$ cat src/fdc_xfer_pkg.sv
package fdc_xfer_pkg;
    // fifo geometry
    localparam int FIFO_DEPTH          = 16;
    localparam int FIFO_AW             = 5;
    localparam logic [3:0] TRIG_RESET  = 4'h0;
    localparam logic [3:0] TRIG_ALT    = 4'hf;
    // two-bit mode setting codes
    localparam logic [1:0] MODE_DESKTOP = 2'h3;
    localparam logic [1:0] MODE_ALT     = 2'h1;
    // main status register bit positions
    localparam int MSR_RQM  = 7;
    localparam int MSR_DIO  = 6;
    localparam int MSR_NDMA = 5;
    localparam int MSR_CIP  = 4;
    localparam logic [7:0] MSR_RESET = 8'h80;   // ready for a command, idle
    // drive output register dma-enable position
    localparam int DOR_DMA_EN = 3;
    // timing
    localparam int CLK_HZ          = 25000000;
    localparam int REARM_NS        = 350;
    localparam int REARM_CYC       = (REARM_NS * (CLK_HZ / 1000000) + 999) / 1000;
    localparam logic [4:0] REARM_LOAD = 5'(REARM_CYC);
    // opcodes recognised for parameter count
    localparam logic [4:0] OP_READ      = 5'h06;
    localparam logic [4:0] OP_WRITE     = 5'h05;
    localparam logic [4:0] OP_SPECIFY   = 5'h03;
    localparam logic [4:0] OP_CONFIGURE = 5'h13;
    localparam logic [4:0] OP_MODE      = 5'h01;
    localparam logic [3:0] NPARAM_RW    = 4'h8;
    localparam logic [3:0] NPARAM_SPEC  = 4'h2;
    localparam logic [3:0] NPARAM_CONF  = 4'h3;
    localparam logic [3:0] NPARAM_MODE  = 4'h4;
    localparam logic [3:0] NPARAM_NONE  = 4'h0;
    localparam logic [3:0] NRESULT_RW   = 4'h7;
    // phase state machine
    typedef enum logic [3:0] {
        PH_IDLE = 4'b0001,
        PH_CMD  = 4'b0010,
        PH_EXEC = 4'b0100,
        PH_RES  = 4'b1000
    } phase_type;
endpackage : fdc_xfer_pkg

$ cat src/fifo_if.sv
interface fifo_if;
    logic [7:0] wdata;
    logic       push;
    logic       pop;
    logic       flush;
    logic [7:0] rdata;
    logic [4:0] count;
    modport owner (output wdata, push, pop, flush, input rdata, count);
    modport store (input wdata, push, pop, flush, output rdata, count);
endinterface : fifo_if

$ cat src/fdc_host_xfer.sv
// How it works
// - fifo off at reset, configure enables
// - push-pull outputs at reset, mode picks open-drain
// - mode 11 desktop default, 01 alternate
// - desktop: dor dma bit gates irq/drq
// - alternate: always drive, tc/density active low
// - first byte is opcode, sets parameter count
// - execution starts right after last command byte
// - command-in-progress from first byte to last result
// - dma mode: specify bit zero and, in desktop mode, dor d3
// - fifo off: request per byte, ack edge clears
// - interrupt after last execution byte
// - ack selects fifo, address ignored
// - terminal count ends transfer, only with ack
// - desktop fifo off: one byte per request
// - alternate fifo off: threshold 0fh, ack rearms
// - read trigger at 16 minus threshold bytes
// - burst drops request at each ack edge, raises it again at trigger
// - non-burst drops, rearms after 350 ns
// - empty drops request; sector end forces request
// - non-dma: interrupt per execution byte with fifo off, at trigger with fifo on
// - threshold comes from configure parameter
// - burst-disable bit selects non-burst mode
module fdc_host_xfer
    import fdc_xfer_pkg::*;
(
    // clock and reset
    input  wire logic       SYS_CLK,
    input  wire logic       RESET,
    // host register access, synchronous strobes
    input  wire logic       CS_N,
    input  wire logic       RD_N,
    input  wire logic       WR_N,
    input  wire logic       DATA_SEL,
    input  wire logic [7:0] HOST_WDATA,
    output logic      [7:0] HOST_RDATA,
    output logic      [7:0] MAIN_STATUS_REGISTER,
    // configuration levels
    input  wire logic [1:0] ADVANCED_SETUP_REGISTER,
    input  wire logic [7:0] DRIVE_OUTPUT_REGISTER,
    // dma pins from the system
    input  wire logic       DMA_ACKNOWLEDGE_N,
    input  wire logic       TERMINAL_COUNT,
    output logic            DMA_REQUEST,
    output logic            DMA_REQUEST_OE,
    output logic            FLOPPY_INTERRUPT,
    output logic            FLOPPY_INTERRUPT_OE,
    // disk side data path
    input  wire logic       DISK_BYTE_VALID,
    input  wire logic [7:0] DISK_BYTE,
    input  wire logic       SECTOR_END,
    input  wire logic       DENSITY_IN,
    output logic            DENSITY_SELECT_OUT,
    output logic            OPEN_DRAIN_MODE
);
    import fdc_xfer_pkg::*;

    // the block counts command bytes into phases, moves disk
    // bytes through a small fifo to the host, and decides when
    // the dma request and interrupt pins are raised.
    // everything runs on the one system clock; only the dma
    // pins come from outside it; they and the unused read strobe are synchronised first.

    // pin synchronisers: first stage feeds only the second
    logic [2:0] sync1_q;
    logic [2:0] sync2_q;
    logic       ack_prev_q;
    always_ff @(posedge SYS_CLK or posedge RESET) begin
        if (RESET) begin
            sync1_q    <= 3'h7;
            sync2_q    <= 3'h7;
            ack_prev_q <= 1'b1;
        end else begin
            sync1_q    <= {DMA_ACKNOWLEDGE_N, TERMINAL_COUNT, RD_N};
            sync2_q    <= sync1_q;
            ack_prev_q <= sync2_q[2];
        end
    end
    wire ack_n    = sync2_q[2];
    wire tc_raw   = sync2_q[1];
    wire rd_n_s   = sync2_q[0];
    wire ack_fall = ack_prev_q && !ack_n;
    wire ack_rise = !ack_prev_q && ack_n;
    // stages reset to the idle high level of the acknowledge,
    // so no false falling edge follows reset; an edge is seen
    // two clocks after the pin moves

    // only the alternate code changes behaviour; every other
    // code, reserved ones included, falls back to desktop
    // mode decode
    wire alt_system_mode     = (ADVANCED_SETUP_REGISTER == MODE_ALT);
    wire desktop_compat_mode = !alt_system_mode;
    wire tc_level  = alt_system_mode ? !tc_raw : tc_raw;
    wire tc_hit    = tc_level && !ack_n;

    // state written by the sequencer and the command bytes;
    // the host sees it only through the pins and status
    // configuration held by the block
    phase_type  phase_q;
    logic       fifo_en_q;       // configure fifo enable
    logic [3:0] trig_q;          // fifo_trigger_level
    logic       burst_dis_q;     // burst_disable
    logic       nodma_q;         // specify non-dma bit
    logic       open_drain_q;    // mode output type
    logic [4:0] opcode_q;        // latched opcode
    logic [3:0] left_q;          // bytes remaining in phase
    logic [3:0] pidx_q;          // parameter index
    logic       irq_q;           // interrupt latch
    logic       drq_q;           // request latch
    logic [4:0] rearm_q;         // non-burst rearm delay
    logic       sec_end_q;       // sector finished on disk
    logic       tc_seen_q;       // transfer terminated

    // one fifo serves all modes; with the fifo off in desktop
    // mode it still stores every disk byte, but requests one at a time
    // data path fifo
    fifo_if ff ();
    byte_fifo #(.DEPTH(FIFO_DEPTH)) u_fifo (
        .SYS_CLK (SYS_CLK),
        .RESET   (RESET),
        .f       (ff)
    );

    // alternate mode runs the fifo even when nominally off,
    // with the top threshold, so one byte is enough to request;
    // the read trigger level is depth minus threshold, 1 to 16
    // effective fifo behaviour
    wire       dma_mode  = !nodma_q && (alt_system_mode || DRIVE_OUTPUT_REGISTER[DOR_DMA_EN]);
    wire       use_fifo  = fifo_en_q || alt_system_mode;
    wire [3:0] trig_eff  = fifo_en_q ? trig_q : TRIG_ALT;
    wire [4:0] need      = 5'(FIFO_DEPTH) - {1'b0, trig_eff};
    wire       nonburst  = fifo_en_q && burst_dis_q;
    wire       in_exec   = (phase_q == PH_EXEC);
    wire       fifo_has  = (ff.count != 5'h00);

    // a dma cycle never uses chip select; the acknowledge edge
    // alone pops a byte, with or without a read strobe
    // host access decode; ack acts as fifo select
    wire host_wr   = !CS_N && !WR_N && DATA_SEL;
    wire host_rd   = !CS_N && !RD_N && DATA_SEL;
    wire dma_take  = in_exec && ack_fall;
    wire pio_take  = in_exec && host_rd && !dma_mode;
    wire take      = (dma_take && dma_mode) || pio_take;
    wire cmd_byte  = host_wr && (phase_q == PH_IDLE || phase_q == PH_CMD);
    wire res_byte  = host_rd && (phase_q == PH_RES);

    // unknown opcodes count as single-byte commands and leave
    // the block idle, so a stray write cannot lock it up
    // command parameter count from the opcode
    wire [4:0] op_in = HOST_WDATA[4:0];
    wire [3:0] nparam =
        (op_in == OP_READ || op_in == OP_WRITE) ? NPARAM_RW :
        (op_in == OP_SPECIFY)   ? NPARAM_SPEC :
        (op_in == OP_CONFIGURE) ? NPARAM_CONF :
        (op_in == OP_MODE)      ? NPARAM_MODE : NPARAM_NONE;
    wire last_cmd   = (phase_q == PH_CMD && left_q == 4'h1) ||
                      (phase_q == PH_IDLE && nparam == NPARAM_NONE);
    wire has_exec   = (opcode_q == OP_READ) || (opcode_q == OP_WRITE);

    // disk bytes stop entering once terminal count has ended
    // the transfer; the fifo is emptied whenever idle
    // fifo controls
    assign ff.wdata = DISK_BYTE;
    assign ff.push  = in_exec && DISK_BYTE_VALID && !tc_seen_q;
    assign ff.pop   = take;
    assign ff.flush = (phase_q == PH_IDLE);

    // a transfer cut by terminal count ends at once; otherwise
    // the host must have taken every byte of the sector first
    // execution finished on tc, or when disk data ended and fifo drained
    wire exec_done = in_exec && (tc_seen_q || tc_hit || (sec_end_q && !fifo_has)) &&
                     !(fifo_has && !tc_seen_q && !tc_hit);

    // idle takes the opcode, command counts parameters down,
    // execution waits for the data to end, and result counts
    // the result bytes down before going back to idle
    // phase sequencer
    always_ff @(posedge SYS_CLK or posedge RESET) begin
        if (RESET) begin
            phase_q <= PH_IDLE;
            opcode_q <= 5'h00;
            left_q   <= 4'h0;
            pidx_q   <= 4'h0;
        end else begin
            unique case (phase_q)
                PH_IDLE: if (cmd_byte) begin
                    opcode_q <= op_in;
                    left_q   <= nparam;
                    pidx_q   <= 4'h0;
                    phase_q  <= (nparam == NPARAM_NONE) ? PH_IDLE : PH_CMD;
                end
                PH_CMD: if (cmd_byte) begin
                    left_q <= left_q - 4'h1;
                    pidx_q <= pidx_q + 4'h1;
                    if (last_cmd) begin
                        phase_q <= has_exec ? PH_EXEC : PH_IDLE;
                        left_q  <= NRESULT_RW;
                    end
                end
                PH_EXEC: if (exec_done) phase_q <= PH_RES;
                PH_RES: if (res_byte) begin
                    left_q <= left_q - 4'h1;
                    if (left_q == 4'h1) phase_q <= PH_IDLE;
                end
                default: phase_q <= PH_IDLE;
            endcase
        end
    end

    // only the second parameter byte carries fields kept here;
    // the other parameter bytes pass through unused
    // parameters picked from command bytes
    wire p_write = cmd_byte && (phase_q == PH_CMD);
    always_ff @(posedge SYS_CLK or posedge RESET) begin
        if (RESET) begin
            fifo_en_q    <= 1'b0;
            trig_q       <= TRIG_RESET;
            burst_dis_q  <= 1'b0;
            nodma_q      <= 1'b0;
            open_drain_q <= 1'b0;
        end else if (p_write) begin
            if (opcode_q == OP_CONFIGURE && pidx_q == 4'h1) begin
                fifo_en_q <= !HOST_WDATA[5];
                trig_q    <= HOST_WDATA[3:0];
            end
            if (opcode_q == OP_SPECIFY && pidx_q == 4'h1)
                nodma_q <= HOST_WDATA[0];
            if (opcode_q == OP_MODE && pidx_q == 4'h1) begin
                burst_dis_q  <= HOST_WDATA[1];
                open_drain_q <= HOST_WDATA[0];
            end
        end
    end

    // both latches live for one execution phase only and
    // clear as soon as the phase is left
    // sector end and terminal count latches
    always_ff @(posedge SYS_CLK or posedge RESET) begin
        if (RESET) begin
            sec_end_q <= 1'b0;
            tc_seen_q <= 1'b0;
        end else if (!in_exec) begin
            sec_end_q <= 1'b0;
            tc_seen_q <= 1'b0;
        end else begin
            if (SECTOR_END) sec_end_q <= 1'b1;
            if (tc_hit) tc_seen_q <= 1'b1;
        end
    end

    // with the fifo on in burst mode, a request waits for the trigger level
    // or for a finished sector with bytes still left behind
    // request trigger conditions
    wire trig_ok   = use_fifo ? ((ff.count >= need) || (sec_end_q && fifo_has))
                              : fifo_has;
    wire desk_single = !use_fifo;
    wire alt_single  = alt_system_mode && !fifo_en_q;
    // true while the non-burst gap is still counting down
    wire rearm_busy  = (rearm_q != 5'h00);

    // priority: terminal count and phase end, then the ack
    // edge, then an empty fifo; only then may the request rise,
    // by the rule of the mode in force. the rearm counter keeps
    // a non-burst request down for the settling gap
    // dma request latch: set on trigger, cleared by ack edge, empty or delay
    always_ff @(posedge SYS_CLK or posedge RESET) begin
        if (RESET) begin
            drq_q   <= 1'b0;
            rearm_q <= 5'h00;
        end else begin
            if (rearm_busy) rearm_q <= rearm_q - 5'h01;
            if (!in_exec || !dma_mode || tc_hit || tc_seen_q) begin
                drq_q <= 1'b0;
            end else if (ack_fall) begin
                drq_q <= 1'b0;
                if (nonburst) rearm_q <= REARM_LOAD;
            end else if (drq_q && !fifo_has) begin
                drq_q <= 1'b0;
            end else if (!drq_q && !ack_n) begin
                drq_q <= 1'b0;
            end else if (!drq_q && (desk_single || alt_single)) begin
                if (ack_n && fifo_has) drq_q <= 1'b1;
            end else if (!drq_q && nonburst) begin
                if (!rearm_busy && fifo_has && (trig_ok || ack_prev_q)) drq_q <= 1'b1;
            end else if (!drq_q && trig_ok) begin
                drq_q <= 1'b1;
            end
        end
    end

    // the end-of-execution interrupt outranks the per-byte one
    // and stays until the host reads the first result byte
    // interrupt latch: per-byte or at trigger in non-dma, end of execution always
    always_ff @(posedge SYS_CLK or posedge RESET) begin
        if (RESET) begin
            irq_q <= 1'b0;
        end else if (exec_done) begin
            irq_q <= 1'b1;
        end else if (res_byte) begin
            irq_q <= 1'b0;
        end else if (in_exec && !dma_mode) begin
            irq_q <= use_fifo ? (trig_ok && fifo_has) : fifo_has;
        end else if (!in_exec && phase_q != PH_RES) begin
            irq_q <= 1'b0;
        end
    end

    // request-for-master follows the interrupt in a non-dma
    // transfer, so a polling host sees the same event as the pin
    // main status register view
    wire request_for_master = (phase_q == PH_IDLE) || (phase_q == PH_CMD) ||
               (phase_q == PH_RES) || (in_exec && !dma_mode && irq_q);
    wire transfer_direction_bit = (phase_q == PH_RES) || (in_exec && !dma_mode);
    wire cip = (phase_q != PH_IDLE);
    wire [7:0] msr_d = (8'(request_for_master) << MSR_RQM) | (8'(transfer_direction_bit) << MSR_DIO) |
                       (8'(in_exec && !dma_mode) << MSR_NDMA) | (8'(cip) << MSR_CIP);

    // read data shows the fifo head one clock late, which is
    // when the host or the dma cycle samples it
    // registered outputs
    always_ff @(posedge SYS_CLK or posedge RESET) begin
        if (RESET) begin
            HOST_RDATA           <= 8'h00;
            MAIN_STATUS_REGISTER <= MSR_RESET;
        end else begin
            HOST_RDATA           <= ff.rdata;
            MAIN_STATUS_REGISTER <= msr_d;
        end
    end

    // the enables only decide whether a pin is driven; the
    // open-drain choice reaches the pads through its own port
    // pin drive: desktop mode gates by dor dma bit
    wire pin_en = alt_system_mode || DRIVE_OUTPUT_REGISTER[DOR_DMA_EN];
    assign DMA_REQUEST         = drq_q;
    assign DMA_REQUEST_OE      = pin_en;
    assign FLOPPY_INTERRUPT    = irq_q;
    assign FLOPPY_INTERRUPT_OE = pin_en;
    assign DENSITY_SELECT_OUT  = desktop_compat_mode ? DENSITY_IN : !DENSITY_IN;
    assign OPEN_DRAIN_MODE     = open_drain_q;
    // the synchronised read strobe waits for a later read path;
    // host strobes are taken as synchronous levels today
    wire unused_ok = rd_n_s;
endmodule : fdc_host_xfer

$ cat src/byte_fifo.sv
module byte_fifo
    import fdc_xfer_pkg::*;
#(
    parameter int DEPTH = FIFO_DEPTH
) (
    // clock and reset
    input  wire logic SYS_CLK,
    input  wire logic RESET,
    // fifo access
    fifo_if.store     f
);
    logic [7:0] mem [DEPTH];    // storage array
    logic [3:0] wr_q;           // write pointer
    logic [3:0] rd_q;           // read pointer
    logic [4:0] cnt_q;          // fill count
    wire        do_push = f.push && (cnt_q < 5'(DEPTH));
    wire        do_pop  = f.pop && (cnt_q != 5'h00);

    assign f.rdata = mem[rd_q];
    assign f.count = cnt_q;

    // pointer and count update
    always_ff @(posedge SYS_CLK or posedge RESET) begin
        if (RESET) begin
            wr_q  <= 4'h0;
            rd_q  <= 4'h0;
            cnt_q <= 5'h00;
        end else if (f.flush) begin
            wr_q  <= 4'h0;
            rd_q  <= 4'h0;
            cnt_q <= 5'h00;
        end else begin
            if (do_push) wr_q <= wr_q + 4'h1;
            if (do_pop)  rd_q <= rd_q + 4'h1;
            cnt_q <= cnt_q + 5'(do_push) - 5'(do_pop);
        end
    end

    // data store
    always_ff @(posedge SYS_CLK) begin
        if (do_push) mem[wr_q] <= f.wdata;
    end
endmodule : byte_fifo

$ cat config.mk
export PLATFORM = sky130hd
export DESIGN_NAME = fdc_host_xfer
export DESIGN_NICKNAME = d
export VERILOG_FILES = /design/src/fdc_xfer_pkg.sv /design/src/fifo_if.sv /design/src/fdc_host_xfer.sv /design/src/byte_fifo.sv
export SDC_FILE = /design/constraint.sdc
export NUM_CORES = 1
export LEC_CHECK = 0
export BUFFER_PORTS_ARGS = -buffer_cell sky130_fd_sc_hd__buf_2
export CAP_MARGIN = 25
export CELL_PAD_IN_SITES_DETAIL_PLACEMENT = 0
export CELL_PAD_IN_SITES_GLOBAL_PLACEMENT = 1
export CORE_ASPECT_RATIO = 1.4
export CORE_MARGIN = 1.5
export CORE_UTILIZATION = 45
export DETAILED_ROUTE_END_ITERATION = 6
export GPL_ROUTABILITY_DRIVEN = 0
export PLACE_DENSITY = 0.71
export SLEW_MARGIN = 30
export SYNTH_ARGS = -nofsm -noshare
export SYNTH_HDL_FRONTEND = slang
export SYNTH_SLANG_ARGS = --single-unit
export TNS_END_PERCENT = 1
$ cat constraint.sdc
create_clock -name SYS_CLK -period 3 [get_ports SYS_CLK]
set_input_delay 0.15 -clock SYS_CLK [delete_from_list [all_inputs] [get_ports SYS_CLK]]
set_output_delay 0.15 -clock SYS_CLK [all_outputs]
set_load 0.1 [all_outputs]
==> metrics, run 1 <==
outcome=complete, no violations; register share of total power=between 50 and 60%; diode count=0; worst hold path type=input port to flop; Die Area=~0.02 mm2; Clock Power Share=between 30% and 40%; post-route ant nets=0; Worst-Skew Late Latency=between 0.4 and 0.5 ns; crit path max fanout=2; final setup vio count=0; Pleak=about 0.0037 uW; HPWL Detailed=approximately 13 mm; Clock Tree Root=clkbuf_16; fin crit period=between 2 and 3 ns; Global Route met1 Usage=roughly 22%; Ports=approximately 60; Gate power share=roughly 11%; core area=0.0185 mm2; Overflow after GRT=0; cell-internal power=approximately 4400 uW; Avg Synthesized Cell Area=roughly 14 um2; maximum VDD drop=427 uV; Avg WL per Cell=a little under 20 um; period utilization=between 90% and 100%; 1st-pass router iterations=5; Layout area overhead=16.8%; Yosys cell types=58; Slew Limit Fails=0; Most Crowded Layer GR=met2; async set-reset flop share out of synthesis=around a third; Setup TNS Final=0 ns; RSZ-0062 raised after global routing=no; first-pass GRT wire length=~28 mm; PD cells=612 mW/mm2; register area=around 0.0055 mm2; I/O Buffers=45; sequential fraction of the synthesis area=64.9%; Vias/cell=5.41; Post-Syn Area=about 0.0084 mm2; Hold Fails Final Rpt=0; num rows=around 60; Rel. slew slack=a little over two fifths; CTS tree=done; startpoint types=flop; pin count of the biggest net entering global routing=65; non-filler instance count after layout=932; grt met2 use=36.4%; CP Data Required Time=around 3.3 ns; Die Ht=approximately 160 um; crit path capture type=flop; Slew @ Worst Pin=0.855 ns; Switch Pwr=about 1700 uW; number of synthesized flops with an enable pin=around 130; Post-synth top flop=edfxtp_1; Max-Cap Viols=0; H-Tree Depth=4; residual DRC count=0; placed insts=895; Worst-path clk slew=about 0.080 ns; Sw Ratio=between 20% and 30%; CTS Buf Count=17; area of the multi-input gates=between 0.002 and 0.003 mm2; Iter 0 DRT Violations=between 200 and 300; post-CTS setup buffer count=0; overall global routing resource usage=19.6%; Setup CP Type=flop to flop; CTS Buffer Depth=2; Synthesis Warnings=0; Fillers=about 1600; clk sinks=~190; # nets final=approximately 740; vias in the first global route=~5200; routed vias=5045; Fmax=roughly 370 MHz; met3 global-route usage=roughly 3.2%; clk_skew=roughly 0.017 ns; share of cells above drive strength 1=25.4%; Die Wd=approximately 120 um; Syn Inst Count=between 500 and 600; Post-Route WL=about 18 mm; Initial Utilization=45.5%; Worst EP arrival=between 3 and 4 ns; synthesized flop and latch total=192; initial antenna violation count=0
## state kept, by name, indices dropped and copies added (netlist names), 4 cells and up
| name | count |
|---|---|
| phase_q | 4 |
| left_q | 4 |
| pidx_q | 4 |
| u_fifo.f.count | 5 |
| rearm_q | 5 |
| trig_q | 4 |
| HOST_RDATA | 8 |
| u_fifo.rd_q | 4 |
| opcode_q | 5 |
| MAIN_STATUS_REGISTER | 4 |
| u_fifo.wr_q | 4 |
| u_fifo.mem | 128 |
## final timing paths
kind | end | from | depth (start not counted) | slack [ns]
worst max-delay path | u_fifo.f.count[4] | u_fifo.f.count[2] | 14 | 0.26
worst min-delay path | opcode_q[4] | HOST_WDATA[4] | 2 | 0.07
worst max register to register | u_fifo.f.count[4] | u_fifo.f.count[2] | 14 | 0.26
worst min register to register | sync2_q[2] | sync1_q[2] | 0 | 0.36
max in group asynchronous | opcode_q[0] | RESET | 4 | 2.12
min in group asynchronous | rearm_q[3] | RESET | 4 | 0.41
## cell usage after synthesis, types with 4 or more instances
library cell,n,share of area (%)
buf_1,4,0.18
nor4_1,4,0.30
mux2_2,22,2.9
a21oi_1,22,1.3
and2_1,6,0.45
o21ai_0,39,2.3
buf_4,5,0.45
inv_1,21,0.94
nor4b_1,5,0.52
mux2i_1,28,3.3
nand2b_1,7,0.52
nor3_1,11,0.65
nand3_1,9,0.54
nor2_1,36,1.6
a22oi_1,8,0.71
a221oi_1,8,0.83
buf_2,5,0.30
xnor2_1,13,1.4
mux4_2,16,4.3
dfstp_2,7,2.2
dfrtp_1,57,17
nand2_1,38,1.7
xor2_1,5,0.52
clkbuf_1,16,0.71
ha_1,22,3.3
edfxtp_1,128,46
nor2b_1,8,0.60
## power groups by stage
stage	clock network [uW]	registers [uW]	logic (uW)
6_report	2340	3030	648
2_1_floorplan	0	3140	387
3_5_place_dp	0	3090	643
4_1_cts	2400	3030	651
3_3_place_gp	0	3080	621
5_1_grt	2490	3050	702
## per-stage QoR
stage / total power [uW] / hold slack, ns / instance area [um2] / util, % / setup WS [ns]
floorplan: 3530 / 0.154 / 8420 / - / 0.122
global placement: 3700 / 0.258 / 9110 / 49.3 / 0.0902
detailed placement: 3730 / 0.257 / 9110 / 49.4 / 0.0498
CTS: 6080 / 0.0391 / 9800 / 53.1 / 0.0332
global route: 6230 / 0.0545 / 9820 / 53.2 / 0.115
finish: 6010 / 0.0651 / 9820 / 53.2 / 0.262
## critical path, stage by stage, from the launching register on
cell and delay [ns]:
dfrtp_1 0.39, inv_1 0.09, ha_1 0.16, or4b_4 0.47, nand2_2 0.08, nor2_1 0.06, ha_1 0.26, inv_1 0.04
ha_1 0.21, fa_2 0.38, a21oi_2 0.13, nor2_1 0.05, nor2_1 0.13, xnor2_1 0.13, nor2_1 0.05
## what timing repair did
action | in CTS | in global routing
setup endpoints to repair | 0 | 1
resized for setup | 0 | 4
hold endpoints to repair | 8 | 0
hold buffers | 5 | 0
## per-layer routing
metal,vias up,wire [um]
met4,0,463
met3,26,482
li1,2383,-
met5,-,0
met1,2533,7160
met2,103,9930
## logic make-up after synthesis
logic type,Yosys count,synth area share (%)
muxes,66,10.6
xor gates and xnor gates,18,1.88
adders and majority gates,23,3.51
AOI/OAI and AO/OA,94,6.86
other,1,0.0446
DFF,192,64.9
buffers and inverters,51,2.58
and+or+nand+nor,151,9.68
## area by class of cell
cell class                 count  area share (%)
clock buffer                  17            4.33
tap                          244            3.11
multi-input combinational    356            28.2
timing repair buffer          87            5.80
sequential                   192            55.6
clock inverter                15            2.19
inverter                      21           0.803
## cell usage in the layout, fill, tap and decap left out, types with 3 or more instances in the layout
cell type | synthesis | final
a21oi_1 | 22 | 21
a221oi_1 | 8 | 8
a22oi_1 | 8 | 8
a31oi_1 | 3 | 3
and2_1 | 6 | 6
buf_2 | 5 | 45
buf_4 | 5 | 35
clkbuf_16 | 0 | 17
clkinv_8 | 0 | 8
conb_1 | 1 | 4
dfrtp_1 | 57 | 56
dfstp_2 | 7 | 7
dlygate4sd3_1 | 0 | 5
edfxtp_1 | 128 | 128
ha_1 | 22 | 22
inv_1 | 21 | 20
inv_8 | 0 | 3
mux2_2 | 22 | 22
mux2i_1 | 28 | 28
mux4_2 | 16 | 16
nand2_1 | 38 | 37
nand2b_1 | 7 | 7
nand3_1 | 9 | 9
nand4_1 | 3 | 3
nor2_1 | 36 | 36
nor2b_1 | 8 | 8
nor3_1 | 11 | 11
nor4_1 | 4 | 4
nor4b_1 | 5 | 4
o21ai_0 | 39 | 39
or3_1 | 3 | 3
or3b_2 | 3 | 3
xnor2_1 | 13 | 13
xor2_1 | 5 | 5
(Power assumes the default switching activity.)
==> run 2, diff against run 1 <==
Settings changed: RECOVER_POWER set to 50.
==> run 2 against run 1 <==
Compared with the run above:
- the flow now finishes with violations (capacitance limit, slew limit)
- maximum frequency hardly changed
- utilization is 0.12 points lower
- clock-buffer cell count stayed put
- largest cell class unchanged
- power hardly changed
- die area stayed put
- sequential power hardly changed
- first-iteration DRC count is 1.1% higher
- design area is 0.22% lower
- largest power group unchanged
- final cell count stayed put
- clock power hardly changed
- combinational power is 0.6% lower
==> metrics, run 2 (synthesized netlist as in run 1, its figures left out) <==
worst hold path type=input port to flop; clk_skew=0.0166 ns (-0.0000153 ns); Avg WL per Cell=19.4 um (+0.26%); Power Total=6010 uW (about the same); Worst EP arrival=3.06 ns (about the same); Initial Utilization=45.5% (unchanged); outcome=finished with violations; I/O Buffers=45 (unchanged); pin count of the biggest net entering global routing=65 (unchanged); design area=0.00980 mm2 (-0.22%); Vias/cell=5.40 (-0.18%); biggest regs=u_fifo.mem: 128 flops, HOST_RDATA: 8 flops; diode count=0 (unchanged); Die Wd=119 um (unchanged); first-pass GRT wire length=28.5 mm (unchanged); Slowest cell on crit path=or4b_4; cell repeated most along the worst path=nor2_1; worst-case reg-to-reg path depth=14 (unchanged); failing checks=capacitance limit, slew limit; Hold Startpoint=HOST_WDATA[4]; Setup WS post-layout=0.262 ns (+0.0000500 ns); CP Data Required Time=3.32 ns (about the same); placed instance area=0.00911 mm2 (unchanged); critical path cell sequence=inv_1, ha_1, or4b_4, nand2_2, nor2_1, ha_1, inv_1, ha_1, fa_2, a21oi_2, nor2_1, nor2_1, xnor2_1, nor2_1; setup slack, reg-to-reg=0.26 ns (about the same); RSZ-0062 raised after global routing=no; Worst-Skew Late Latency=0.44 ns (about the same); beginning of the worst register-to-register path=u_fifo.f.count[2]; final setup vio count=0 (unchanged); num rows=59 (unchanged); core area=0.0185 mm2 (unchanged); Setup CP Type=flop to flop; Post-Route WL=18.1 mm (+0.26%); most frequent cells in the layout=128 x edfxtp_1, 56 x dfrtp_1, 39 x o21ai_0; Die Area=0.0195 mm2 (unchanged); Worst Hold Depth=2 (unchanged); Place WS=0.0498 ns (unchanged); Fmax=365 MHz (about the same); Slew Limit Fails=65 (+65); H-Tree Depth=4 (unchanged); Ports=59 (unchanged); routed vias=5036 (-0.18%); Die Ht=165 um (unchanged); maximum VDD drop=428 uV (+0.14%); clk sinks=192 (unchanged); Worst-path clk slew=0.08 ns (about the same); Max-Cap Viols=1 (+1); 1st-pass router iterations=4 (-1); fin crit period=2.74 ns (-0.0000500 ns); max FFs per register=128 (unchanged); period utilization=91.3% (about the same); # nets final=735 (unchanged); Layout area overhead=16.5%; initial antenna violation count=0 (unchanged); Overflow after GRT=0 (unchanged); CTS tree=done; slowest stage delay, CP=0.47 ns (about the same); Biggest register=u_fifo.mem; worst setup path end=u_fifo.f.count[4]; crit path capture type=flop; Iter 0 DRT Violations=281 (+1.1%); CTS Buffer Depth=2 (unchanged); RR Endpoint=u_fifo.f.count[4]; CTS Buf Count=17 (unchanged); startpoint types=flop; post-CTS setup buffer count=0 (unchanged); overall global routing resource usage=19.6% (unchanged); CP Launch Point=u_fifo.f.count[2]; Clock Tree Root=clkbuf_16; commonest non-fill, non-tap cell in the layout=edfxtp_1; Rel. slew slack=-14.4% (-57 points); Setup TNS Final=0 ns (unchanged); Pleak=0.00363 uW (-0.92%); vias in the first global route=5227 (unchanged); Slew @ Worst Pin=1.72 ns (+0.861 ns); Hold Fails Final Rpt=0 (unchanged); PD cells=613 mW/mm2 (+0.16%); post-route ant nets=0 (unchanged); share of cells above drive strength 1=23.4% (-2.0 points); crit path max fanout=2 (unchanged); HPWL Detailed=12.6 mm (unchanged); residual DRC count=0 (unchanged)
==> run 2: final cells by class <==
type,count,area [um2]
multi-input combinational,356,2770
timing repair buffer,87,548
sequential,192,5460
clock buffer,17,425
fill,1583,8660
inverter,21,78.8
tap,244,305
clock inverter,15,215
==> run 2: stage by stage <==
step,util (%),hold slack [ns],std cells
after global routing,53.1,0.0545,932
after detailed placement,49.4,0.257,895
final,53.1,0.0645,932
after floorplan,-,0.154,599
after CTS,53.1,0.0391,932
after global placement,49.3,0.258,895
==> run 2: power by group <==
| part | switching [uW] | internal (uW) |
|---|---|---|
| clock | 1120 | 1220 |
| sequential | 98.7 | 2930 |
| combinational | 442 | 201 |
==> run 2: worst max-delay path, delay by kind of cell (launching register included) <==
family          cells  cell delay [ns]
compound gates      1             0.13
xor+xnor            1             0.13
fa+ha+maj           4             1.01
buf+inv             2             0.13
flops               1             0.39
simple gates        6             0.84
==> run 2: worst min-delay path by stage <==
stage | end | slack [ns]
4_1_cts | opcode_q[4] | 0.04
3_3_place_gp | sync1_q[2] | 0.26
6_report | opcode_q[4] | 0.06
3_5_place_dp | sync1_q[1] | 0.26
5_1_grt | opcode_q[4] | 0.05
2_1_floorplan | sync1_q[1] | 0.15
==> run 2: metal layers <==
layer	wire, um	GRT usage, %	share of wire (%)	vias up
li1	-	-	-	2380
met1	7200	22.3	40	2533
met2	9930	36.4	55	98
met3	477	3.25	2.6	25
met4	466	8.38	2.6	0
met5	0	0	0	-
==> run 2: timing repair <==
action | in CTS | in global routing
gates resized for setup | 0 | 4
hold buffers | 5 | 0
endpoints found under the hold margin | 8 | 0
setup endpoints to repair | 0 | 1
